## config.mk

```make
export PLATFORM = sky130hd
export DESIGN_NAME = bus_retry_fault_serializer
export DESIGN_NICKNAME = d
export VERILOG_FILES = /design/src/bus_retry_fault_pkg.sv /design/src/bus_retry_fault_serializer.sv
export SDC_FILE = /design/constraint.sdc
export NUM_CORES = 1
export LEC_CHECK = 0
export BUFFER_PORTS_ARGS = -buffer_cell sky130_fd_sc_hd__buf_2
export CORE_ASPECT_RATIO = 1.25
export CORE_MARGIN = 3
export CORE_UTILIZATION = 40
export DETAILED_ROUTE_END_ITERATION = 10
export SYNTH_ARGS = -nofsm -noshare
export SYNTH_HDL_FRONTEND = slang
export SYNTH_SLANG_ARGS = --single-unit
```

## constraint.sdc

```tcl
create_clock -name clk_i -period 8.9 [get_ports clk_i]
set_input_delay 1.78 -clock clk_i [delete_from_list [all_inputs] [get_ports clk_i]]
set_output_delay 1.78 -clock clk_i [all_outputs]
set_load 0.05 [all_outputs]
```

## src/bus_retry_fault_pkg.sv

```systemverilog
// Shared constants and types for the bus retry, fault and serializer block.
// Assumes a single 200 MHz bus clock and an external cycle terminator.
`default_nettype none

package bus_retry_fault_pkg;

   localparam int          ADDR_W            = 32;
   localparam int          DATA_W            = 32;
   localparam int          WQ_DEPTH          = 4;
   localparam logic [3:0]  PSC_RUN           = 4'h0;
   localparam logic [3:0]  PSC_DOUBLE_FAULT  = 4'h5;
   localparam logic [1:0]  LINE_FIRST_BEAT   = 2'h0;
   localparam logic [1:0]  LINE_LAST_BEAT    = 2'h3;
   localparam logic [1:0]  TERM_IDLE         = 2'h3;
   localparam logic [2:0]  PIN_RESET         = 3'h7;

   // One bus access with all of its transfer attributes.
   typedef struct packed {
      logic [ADDR_W-1:0] addr;
      logic [DATA_W-1:0] data;
      logic              write;
      logic              lock;
      logic              lock_last;
      logic              line;
      logic              burst_inh;
      logic              nc_io;
   } bus_req_t;

   typedef enum logic [2:0] {
      S_IDLE  = 3'b000,
      S_ARB   = 3'b001,
      S_START = 3'b010,
      S_WAIT  = 3'b011,
      S_HALT  = 3'b100
   } bus_state_t;

endpackage

`default_nettype wire

```

## src/bus_retry_fault_serializer.sv

```systemverilog
// Bus exception and access ordering logic of a 32-bit processor.
// Assumes external logic terminates cycles and an arbiter grants the bus;
// pin inputs are asynchronous and are filtered through four flip-flops.
`timescale 1ns/1ps
`default_nettype none

// Overview of operation
// [RULE1] Both acknowledges asserted: end the cycle and reissue it unchanged.
// [RULE2] Locked read and write are retried one by one, lock held throughout.
// [RULE3] Retried last locked cycle keeps lock-end asserted until write completes.
// [RULE4] Retry on the first transfer of a line repeats that cycle normally.
// [RULE5] Retry on a later line transfer is a bus error and aborts the line.
// [RULE6] Burst-inhibited lines retry only the first transfer, else abort.
// [RULE7] Retry with grant removed: release the bus, rerun the cycle later.
// [RULE8] Error during exception processing of an earlier fault is double fault.
// [RULE9] After double fault, status output shows code 5 until reset.
// [RULE10] Only external reset leaves the halted state.
// [RULE11] While halted, bus request is negated and all outputs float.
// [RULE12] Errors after exception processing are ordinary, never double faults.
// [RULE13] Retries are not errors; repeat the cycle as long as retries come.
// [RULE14] Operand reads take priority over pending writeback writes.
// [RULE15] A read hitting a pending write waits until that write completes.
// [RULE16] Reads stay in order, writes stay in order; reads may pass writes.
// [RULE17] Noncachable I/O read first drains all pending writes.
// [RULE18] Noncachable I/O attribute changes read handling only.
// [RULE19] A started noncachable I/O read ends only by completion or bus error.
// [RULE20] Synchronizing instruction stalls until every bus cycle is finished.
// [RULE21] A write hitting the enabled data cache updates the line at once.
// [RULE22] System asserts and negates both acknowledges on the same edge.
// [RULE23] Error acknowledge without normal acknowledge is a bus error.
// [RULE24] Retried cycle restarts on the first owned clock, with transfer start.
module bus_retry_fault_serializer #(
   parameter int WQ_DEPTH = bus_retry_fault_pkg::WQ_DEPTH
) (
   input  wire logic                          clk_i,               // bus clock
   input  wire logic                          rst_n_i,             // sync reset
   input  wire bus_retry_fault_pkg::bus_req_t rd_req_i,            // read access
   input  wire logic                          rd_valid_i,          // read wanted
   input  wire bus_retry_fault_pkg::bus_req_t wr_req_i,            // write access
   input  wire logic                          wr_valid_i,          // write offered
   input  wire logic                          wr_cache_hit_i,      // write hits
   input  wire logic                          dcache_en_i,         // cache enabled
   input  wire logic                          sync_req_i,          // sync insn
   input  wire logic                          exc_stacking_i,      // in exception
   input  wire logic                          addr_err_i,          // address error
   input  wire logic [31:0]                   data_i,              // bus data in
   input  wire logic                          transfer_ack_n_i,    // normal ack
   input  wire logic                          transfer_error_ack_n_i, // error ack
   input  wire logic                          bus_grant_n_i,       // bus granted
   output logic                               wr_ready_o,          // queue room
   output logic                               cache_upd_o,         // line update
   output logic                               rd_done_o,           // read beat
   output logic                               rd_last_o,           // final beat
   output logic                               rd_err_o,            // read errored
   output logic [31:0]                        rd_data_o,           // read data
   output logic                               access_err_o,        // bus error
   output logic                               sync_stall_o,        // stall core
   output logic                               ts_n_o,              // start
   output logic [31:0]                        addr_o,              // address
   output logic [31:0]                        data_o,              // write data
   output logic                               write_o,             // 1 = write
   output logic [1:0]                         beat_o,              // line beat
   output logic                               lock_n_o,            // locked
   output logic                               locked_seq_last_n_o, // lock end
   output logic                               bus_request_n_o,     // request
   output logic                               bus_oe_n_o,          // pins driven
   output logic [3:0]                         proc_status_code_o   // status
);

   localparam int PTR_W = (WQ_DEPTH > 1) ? $clog2(WQ_DEPTH) : 1;
   localparam int CNT_W = $clog2(WQ_DEPTH + 1);

   bus_retry_fault_pkg::bus_state_t state;
   bus_retry_fault_pkg::bus_state_t next_state;
   bus_retry_fault_pkg::bus_req_t   cur;
   bus_retry_fault_pkg::bus_req_t   wq [WQ_DEPTH];

   logic [2:0]       pin_s1;
   logic [2:0]       pin_s2;
   logic [2:0]       pin_s3;
   logic [2:0]       pin_f;
   logic [1:0]       term_q;
   logic [1:0]       beat;
   logic [PTR_W-1:0] wq_head;
   logic [PTR_W-1:0] wq_tail;
   logic [CNT_W-1:0] wq_count;
   logic [CNT_W-1:0] next_wq_count;
   logic [WQ_DEPTH-1:0] hit_vec;
   logic             term_seen;
   logic             t_ok;
   logic             t_retry;
   logic             t_err;
   logic             granted;
   logic             rd_collide;
   logic             take_read;
   logic             take_write;
   logic             wr_push;
   logic             cyc_end;
   logic             bus_fault;
   logic             double_fault;
   logic             line_more;

   // The pins are asynchronous; a level is taken only once the second and
   // third stages agree, which costs latency but rejects runt glitches.
   genvar g;
   generate
      for (g = 0; g < 3; g++)
      begin : g_pin_sync
         always_ff @(posedge clk_i)
         begin
            if (!rst_n_i)
            begin
               pin_s1[g] <= 1'b1;
               pin_s2[g] <= 1'b1;
               pin_s3[g] <= 1'b1;
               pin_f[g]  <= 1'b1;
            end
            else
            begin
               pin_s1[g] <= (g == 2) ? transfer_ack_n_i :
                            (g == 1) ? transfer_error_ack_n_i : bus_grant_n_i;
               pin_s2[g] <= pin_s1[g];
               pin_s3[g] <= pin_s2[g];
               if (pin_s2[g] == pin_s3[g])
                  pin_f[g] <= pin_s3[g];
            end
         end
      end
   endgenerate

   // Termination is taken once, when the acknowledge pair leaves idle.
   assign term_seen = (state == bus_retry_fault_pkg::S_WAIT) &&
                      (term_q == bus_retry_fault_pkg::TERM_IDLE) &&
                      (pin_f[2:1] != bus_retry_fault_pkg::TERM_IDLE); // see [RULE22]
   assign t_retry   = term_seen && !pin_f[2] && !pin_f[1];          // see [RULE1]
   assign t_ok      = term_seen && !pin_f[2] && pin_f[1];
   assign t_err     = term_seen && pin_f[2] && !pin_f[1];           // see [RULE23]
   assign granted   = !pin_f[0];
   assign line_more = cur.line && (beat != bus_retry_fault_pkg::LINE_LAST_BEAT);

   // A retry past the first line beat counts as a bus error.
   assign bus_fault = t_err || (t_retry && cur.line &&
                      (beat != bus_retry_fault_pkg::LINE_FIRST_BEAT)); // see [RULE5] see [RULE6]
   assign cyc_end   = (t_ok && !line_more) || bus_fault;
   assign double_fault = exc_stacking_i && (bus_fault || addr_err_i); // see [RULE8] see [RULE12]

   // Address collision against every queued write.
   generate
      for (g = 0; g < WQ_DEPTH; g++)
      begin : g_collide
         assign hit_vec[g] = (PTR_W'(g - int'(wq_head)) < PTR_W'(wq_count)
                              || wq_count == CNT_W'(WQ_DEPTH)) &&
                             (wq[g].addr[31:2] == rd_req_i.addr[31:2]);
      end
   endgenerate
   assign rd_collide = |hit_vec; // see [RULE15]

   // Reads go first unless they collide or target an I/O page with writes
   // still queued; the attribute is never looked at for writes.
   assign take_read  = rd_valid_i && !rd_done_o && !rd_collide &&
                       !(rd_req_i.nc_io && wq_count != '0); // see [RULE14] see [RULE17] see [RULE18]
   assign take_write = !take_read && wq_count != '0; // see [RULE16]

   always_comb
   begin
      next_state = state;
      case (state)
         bus_retry_fault_pkg::S_IDLE:
            // The access is loaded here, a cycle ahead of its start, so the
            // start cycle drives its own attributes rather than stale ones.
            if (take_read || take_write)
               next_state = bus_retry_fault_pkg::S_ARB;
         bus_retry_fault_pkg::S_ARB:
            if (granted)
               next_state = bus_retry_fault_pkg::S_START;
         bus_retry_fault_pkg::S_START:
            next_state = bus_retry_fault_pkg::S_WAIT;
         bus_retry_fault_pkg::S_WAIT:
            if (cyc_end)
               next_state = bus_retry_fault_pkg::S_IDLE;
            else if (t_retry)
               next_state = granted ? bus_retry_fault_pkg::S_START
                                    : bus_retry_fault_pkg::S_ARB; // see [RULE7] see [RULE24]
            else if (t_ok && cur.burst_inh)
               next_state = bus_retry_fault_pkg::S_START;
         default:
            next_state = bus_retry_fault_pkg::S_HALT;
      endcase
      if (double_fault)
         next_state = bus_retry_fault_pkg::S_HALT;
      if (state == bus_retry_fault_pkg::S_HALT)
         next_state = bus_retry_fault_pkg::S_HALT; // see [RULE10]
   end

   always_ff @(posedge clk_i)
   begin
      if (!rst_n_i)
      begin
         state  <= bus_retry_fault_pkg::S_IDLE;
         term_q <= bus_retry_fault_pkg::TERM_IDLE;
      end
      else
      begin
         state  <= next_state;
         term_q <= pin_f[2:1];
      end
   end

   // The access stays loaded across retries so every repeat is identical.
   always_ff @(posedge clk_i)
   begin
      if (!rst_n_i)
      begin
         cur  <= '0;
         beat <= bus_retry_fault_pkg::LINE_FIRST_BEAT;
      end
      else if (state == bus_retry_fault_pkg::S_IDLE)
      begin
         beat <= bus_retry_fault_pkg::LINE_FIRST_BEAT;
         if (take_read)
            cur <= rd_req_i;
         else if (take_write)
            cur <= wq[wq_head];
      end
      else if (t_ok && line_more)
         beat <= beat + 2'h1; // see [RULE4] see [RULE13]
   end

   // Write queue; entries leave strictly in arrival order.
   assign wr_push = wr_valid_i && wr_ready_o;
   always_comb
   begin
      next_wq_count = wq_count;
      if (wr_push)
         next_wq_count = next_wq_count + CNT_W'(1);
      if (cyc_end && cur.write && state == bus_retry_fault_pkg::S_WAIT)
         next_wq_count = next_wq_count - CNT_W'(1);
   end

   always_ff @(posedge clk_i)
   begin
      if (!rst_n_i)
      begin
         wq_head    <= '0;
         wq_tail    <= '0;
         wq_count   <= '0;
         wr_ready_o <= 1'b1;
      end
      else
      begin
         wq_count   <= next_wq_count;
         wr_ready_o <= next_wq_count < CNT_W'(WQ_DEPTH);
         if (wr_push)
         begin
            wq[wq_tail] <= wr_req_i;
            wq_tail     <= (wq_tail == PTR_W'(WQ_DEPTH - 1)) ? '0
                                                           : wq_tail + PTR_W'(1);
         end
         if (cyc_end && cur.write)
            wq_head <= (wq_head == PTR_W'(WQ_DEPTH - 1)) ? '0
                                                       : wq_head + PTR_W'(1);
      end
   end

   // The cache line is written when the write enters the queue.
   always_ff @(posedge clk_i)
   begin
      if (!rst_n_i)
         cache_upd_o <= 1'b0;
      else
         cache_upd_o <= wr_push && wr_cache_hit_i && dcache_en_i; // see [RULE21]
   end

   // Core-side answers; a started read runs to its own end unless a double fault halts the block.
   always_ff @(posedge clk_i)
   begin
      if (!rst_n_i)
      begin
         rd_done_o    <= 1'b0;
         rd_last_o    <= 1'b0;
         rd_err_o     <= 1'b0;
         rd_data_o    <= '0;
         access_err_o <= 1'b0;
      end
      else
      begin
         rd_done_o    <= !cur.write && (t_ok || bus_fault) && !double_fault; // see [RULE19]
         rd_last_o    <= !cur.write && cyc_end;
         rd_err_o     <= !cur.write && bus_fault;
         rd_data_o    <= data_i;
         access_err_o <= (bus_fault || addr_err_i) && !exc_stacking_i; // see [RULE12] see [RULE13]
      end
   end

   always_ff @(posedge clk_i)
   begin
      if (!rst_n_i)
         sync_stall_o <= 1'b0;
      else
         sync_stall_o <= sync_req_i &&
                         (next_wq_count != '0 || rd_valid_i ||
                          next_state != bus_retry_fault_pkg::S_IDLE); // see [RULE20]
   end

   // Bus pins; every drive is dropped and the request negated on halt.
   always_ff @(posedge clk_i)
   begin
      if (!rst_n_i)
      begin
         ts_n_o              <= 1'b1;
         addr_o              <= '0;
         data_o              <= '0;
         write_o             <= 1'b0;
         beat_o              <= '0;
         lock_n_o            <= 1'b1;
         locked_seq_last_n_o <= 1'b1;
         bus_request_n_o     <= 1'b1;
         bus_oe_n_o          <= 1'b1;
         proc_status_code_o  <= bus_retry_fault_pkg::PSC_RUN;
      end
      else if (next_state == bus_retry_fault_pkg::S_HALT)
      begin
         ts_n_o              <= 1'b1;
         lock_n_o            <= 1'b1;
         locked_seq_last_n_o <= 1'b1;
         bus_request_n_o     <= 1'b1; // see [RULE11]
         bus_oe_n_o          <= 1'b1;
         proc_status_code_o  <= bus_retry_fault_pkg::PSC_DOUBLE_FAULT; // see [RULE9]
      end
      else
      begin
         ts_n_o  <= next_state != bus_retry_fault_pkg::S_START; // see [RULE24]
         addr_o  <= {cur.addr[31:4], cur.line ? beat : cur.addr[3:2],
                     cur.addr[1:0]};
         data_o  <= cur.data;
         write_o <= cur.write;
         beat_o  <= beat;
         // Lock signals follow the loaded access, so a retry leaves them set.
         lock_n_o <= !(cur.lock && state != bus_retry_fault_pkg::S_IDLE); // see [RULE2]
         locked_seq_last_n_o <= !(cur.lock && cur.lock_last && cur.write &&
                                  state != bus_retry_fault_pkg::S_IDLE &&
                                  !cyc_end); // see [RULE3]
         bus_request_n_o <= !(next_state == bus_retry_fault_pkg::S_ARB ||
                              next_state == bus_retry_fault_pkg::S_START ||
                              next_wq_count != '0 || rd_valid_i); // see [RULE7]
         bus_oe_n_o <= !(granted || state == bus_retry_fault_pkg::S_WAIT);
         proc_status_code_o <= bus_retry_fault_pkg::PSC_RUN;
      end
   end

endmodule // bus_retry_fault_serializer

`default_nettype wire

```

==> results.toml <==
[timing]
rsz0062_at_grt = "no"
fmax_mhz = 206
max_slew_margin_pct = 30.7
slew_viol_final = 0
final.setup.tns_ps = 0
hold_viol = 0
holdWs_ps = 405
tightest_slew_ps = 1040
fin_crit_sh_pct = 54.5
clock_skew_ps = 18.6
min_period_ps = 4850
setup_viol = 0

[clocking]
clk_pin_slew_worst_paths_ps = 60
clk_latency_ps = 610
cts_sinks = 485
postCtsSetupBuffers = 0
cts-root-buf = "clkbuf_16"
postCtsHoldBufs = 0
cts_htree_levels = 2
cts_tree = "built"
clk_path_buf_depth = 3
cts-resized-gates = 0
cts_buffers = 49

[critical_path]
critPathLaunchType = "input pin"
worstPathCellList = "buf_2 -> xor2_1 -> nor4_1 -> o211ai_1 -> nor3_1 -> or4_4 -> buf_4 -> mux2i_1 -> a21oi_1"
cp_slowest_cell = "or4_4"
crit_type = "input pin to flop"
cp.required_ps = 9350
path_max_fanout = 38
cp_data_arrival_time_ps = 5310
worstReg2RegStart = "wq_head[0]"
crit_end = "cur[63]"
rr_worst_depth = 10
worst-path-buf-inv = 2
rrSetupSlack_ps = 4830
crit_family = "simple AND/OR/NAND/NOR gates"
crit_cells = 9
startpoint = "rd_req_i[58]"
critPathMaxStageDelay_ps = 840
endpoint_kind = "flop"
r2r-end = "cur[59]"

[floorplanning]
coreArea_um2 = 48500
start_util_pct = 40.6
die-area_um2 = 52000
die_w_um = 205
die_h_um = 254
num_rows = 90
io_pins = 299

[grt]
gr-total-overflow = 0
grt_antenna_before_repair = 11
grt_pass1_vias = 12600
grt_pass1_wl_um = 78200
grt_use_total_pct = 19.9
grt_max_degree = 107

[route]
drtPass1Iterations = 5
avgRoutedWirePerCell_um = 22.3
vias_per_cell = 5.23
drt-total-wl_um = 52800
route.met2.wl_um = 26500
wl_met1_um = 21500
top_layer = "met5"
ant_nets = 0
drtIter0Drc = 582
wl_met3_um = 3160
vias = 12400
drc = 0

[synth]
syn_area_um2 = 19700
yosysSeqAreaShare_pct = 63.2
syn_avg_cell_area_um2 = 13.7
synth-simple-area-share_pct = 7.19
synth_fa_ha_area_share_pct = 0.888
yosys.area.top_type_share_pct = 42.0
synth_edf_count = 276
synthDistinctLibCells = 51
synth_compound_area_share_pct = 8.44
syn_inst = 1437
yosysWarningCount = 0
synth_mux_area_share_pct = 11.6
async_flop_share_pct = 0
synth_ff_type = "edfxtp_1"
synth_area_leaders = "edfxtp_1 (42%), dfxtp_1 (21%), mux4_2 (7.9%)"
synth-seq-cells = 485
synthTopCellsByCount = "edfxtp_1 (276), dfxtp_1 (209), nand2_1 (143)"
yosysTopAreaCell = "edfxtp_1"
yosysMostFrequentCell = "edfxtp_1"
synth_top_family_by_area = "multiplexers"
synth-xor-area-share_pct = 5.60

[finish]
final_design_area_no_fill_um2 = 23300
area_growth_syn_to_layout_pct = 18.2
fin_cells = 2372
regArea_um2 = 12500
multiInputGateArea_um2 = 6730
nNetsFinal = 1878
drive_gt1_share_pct = 27.0
fill_cells = 4365

[min_path]
hold_path.class = "flop to flop"
min_path_cells = 1

[power_and_ir_drop]
p_leak_nw = 8.82
peakVddDrop_v = 0.000173
powerDensity_nw_per_um2 = 229
p_total_mw = 5.33

[placed_design]
postPlaceCellArea_um2 = 21600
port_buffers = 295
dp_hpwl_um = 34900
place_inst = 2273
routabilityCongestion = 0.876

[run]
drv_cap = 0

[status]
status = "finished clean"
cell families after synthesis:
family	count (synthesis)
buffers and inverters	130
other	1
and+or+nand+nor	291
muxes	143
DFF	485
xor gates and xnor gates	126
AOI/OAI and AO/OA	247
adders and majority gates	14
cells in the final DEF, fill, tap and decap left out, drive strengths merged, types with 3 or more instances in the layout:
cell type    n
a21boi      66
nor4        33
ha          14
and3         7
and2        38
nand2b      16
dfxtp      209
xor2       113
o211ai       4
clkinv      14
bufinv       4
nor2        16
o211a        3
clkbuf      71
edfxtp     276
nand3        7
xnor2       13
nor2b        5
buf        308
o31ai       70
mux4        69
o21ai        6
a21oi       86
mux2i       74
nand4       10
diode        7
nor3         9
nand2      143
inv         16
flip-flops by register name, summed over array words and instances, names as in the netlist, 3 cells and up, named ones only:
register and cells:
wq_count 3, addr_o 32, pin_f 3, pin_s2 3, pin_s3 3, pin_s1 3
cur 69, rd_data_o 32, wq 276, data_o 32, state 3
final cells by class:
cell class | instances | share of cell area (%)
flip-flops and latches | 485 | 53.5
multi-input cells | 823 | 28.9
repair buffers | 308 | 6.78
clock buffers | 71 | 5.97
well taps | 644 | 3.46
clock inverters | 21 | 1.12
inverters | 13 | 0.209
diodes | 7 | 0.0751
metal layers:
layer,up-vias,GRT usage (%)
met5,-,0
met4,8,6.24
met3,96,4.86
met2,301,34.9
met1,6216,24.4
li1,5792,-
power breakdown:
part	leakage (nW)	total (mW)	switching, mW	internal (mW)
Clock	0.808	2.11	0.893	1.22
Combinational	3.78	0.650	0.455	0.195
Sequential	4.23	2.57	0.0673	2.50
stage by stage:
stage                     setup slack, ps  utilization, %
final                                4050            48.0
after global routing                 3980            48.0
after CTS                            4090            48.0
after global placement               3450            44.6
after floorplan                      4620               -
after detailed placement             3450            44.6
worst min-delay path by stage:
| stage | start | endpoint | slack [ps] |
|---|---|---|---|
| 2_1_floorplan | cur[4] | lock_n_o | 380 |
| 3_3_place_gp | pin_s1[2] | pin_s2[2] | 400 |
| 3_5_place_dp | pin_s1[2] | pin_s2[2] | 400 |
| 4_1_cts | pin_s1[2] | pin_s2[2] | 410 |
| 5_1_grt | pin_s1[2] | pin_s2[2] | 430 |
| 6_report | pin_s1[2] | pin_s2[2] | 410 |
(Power assumes the default switching activity.)
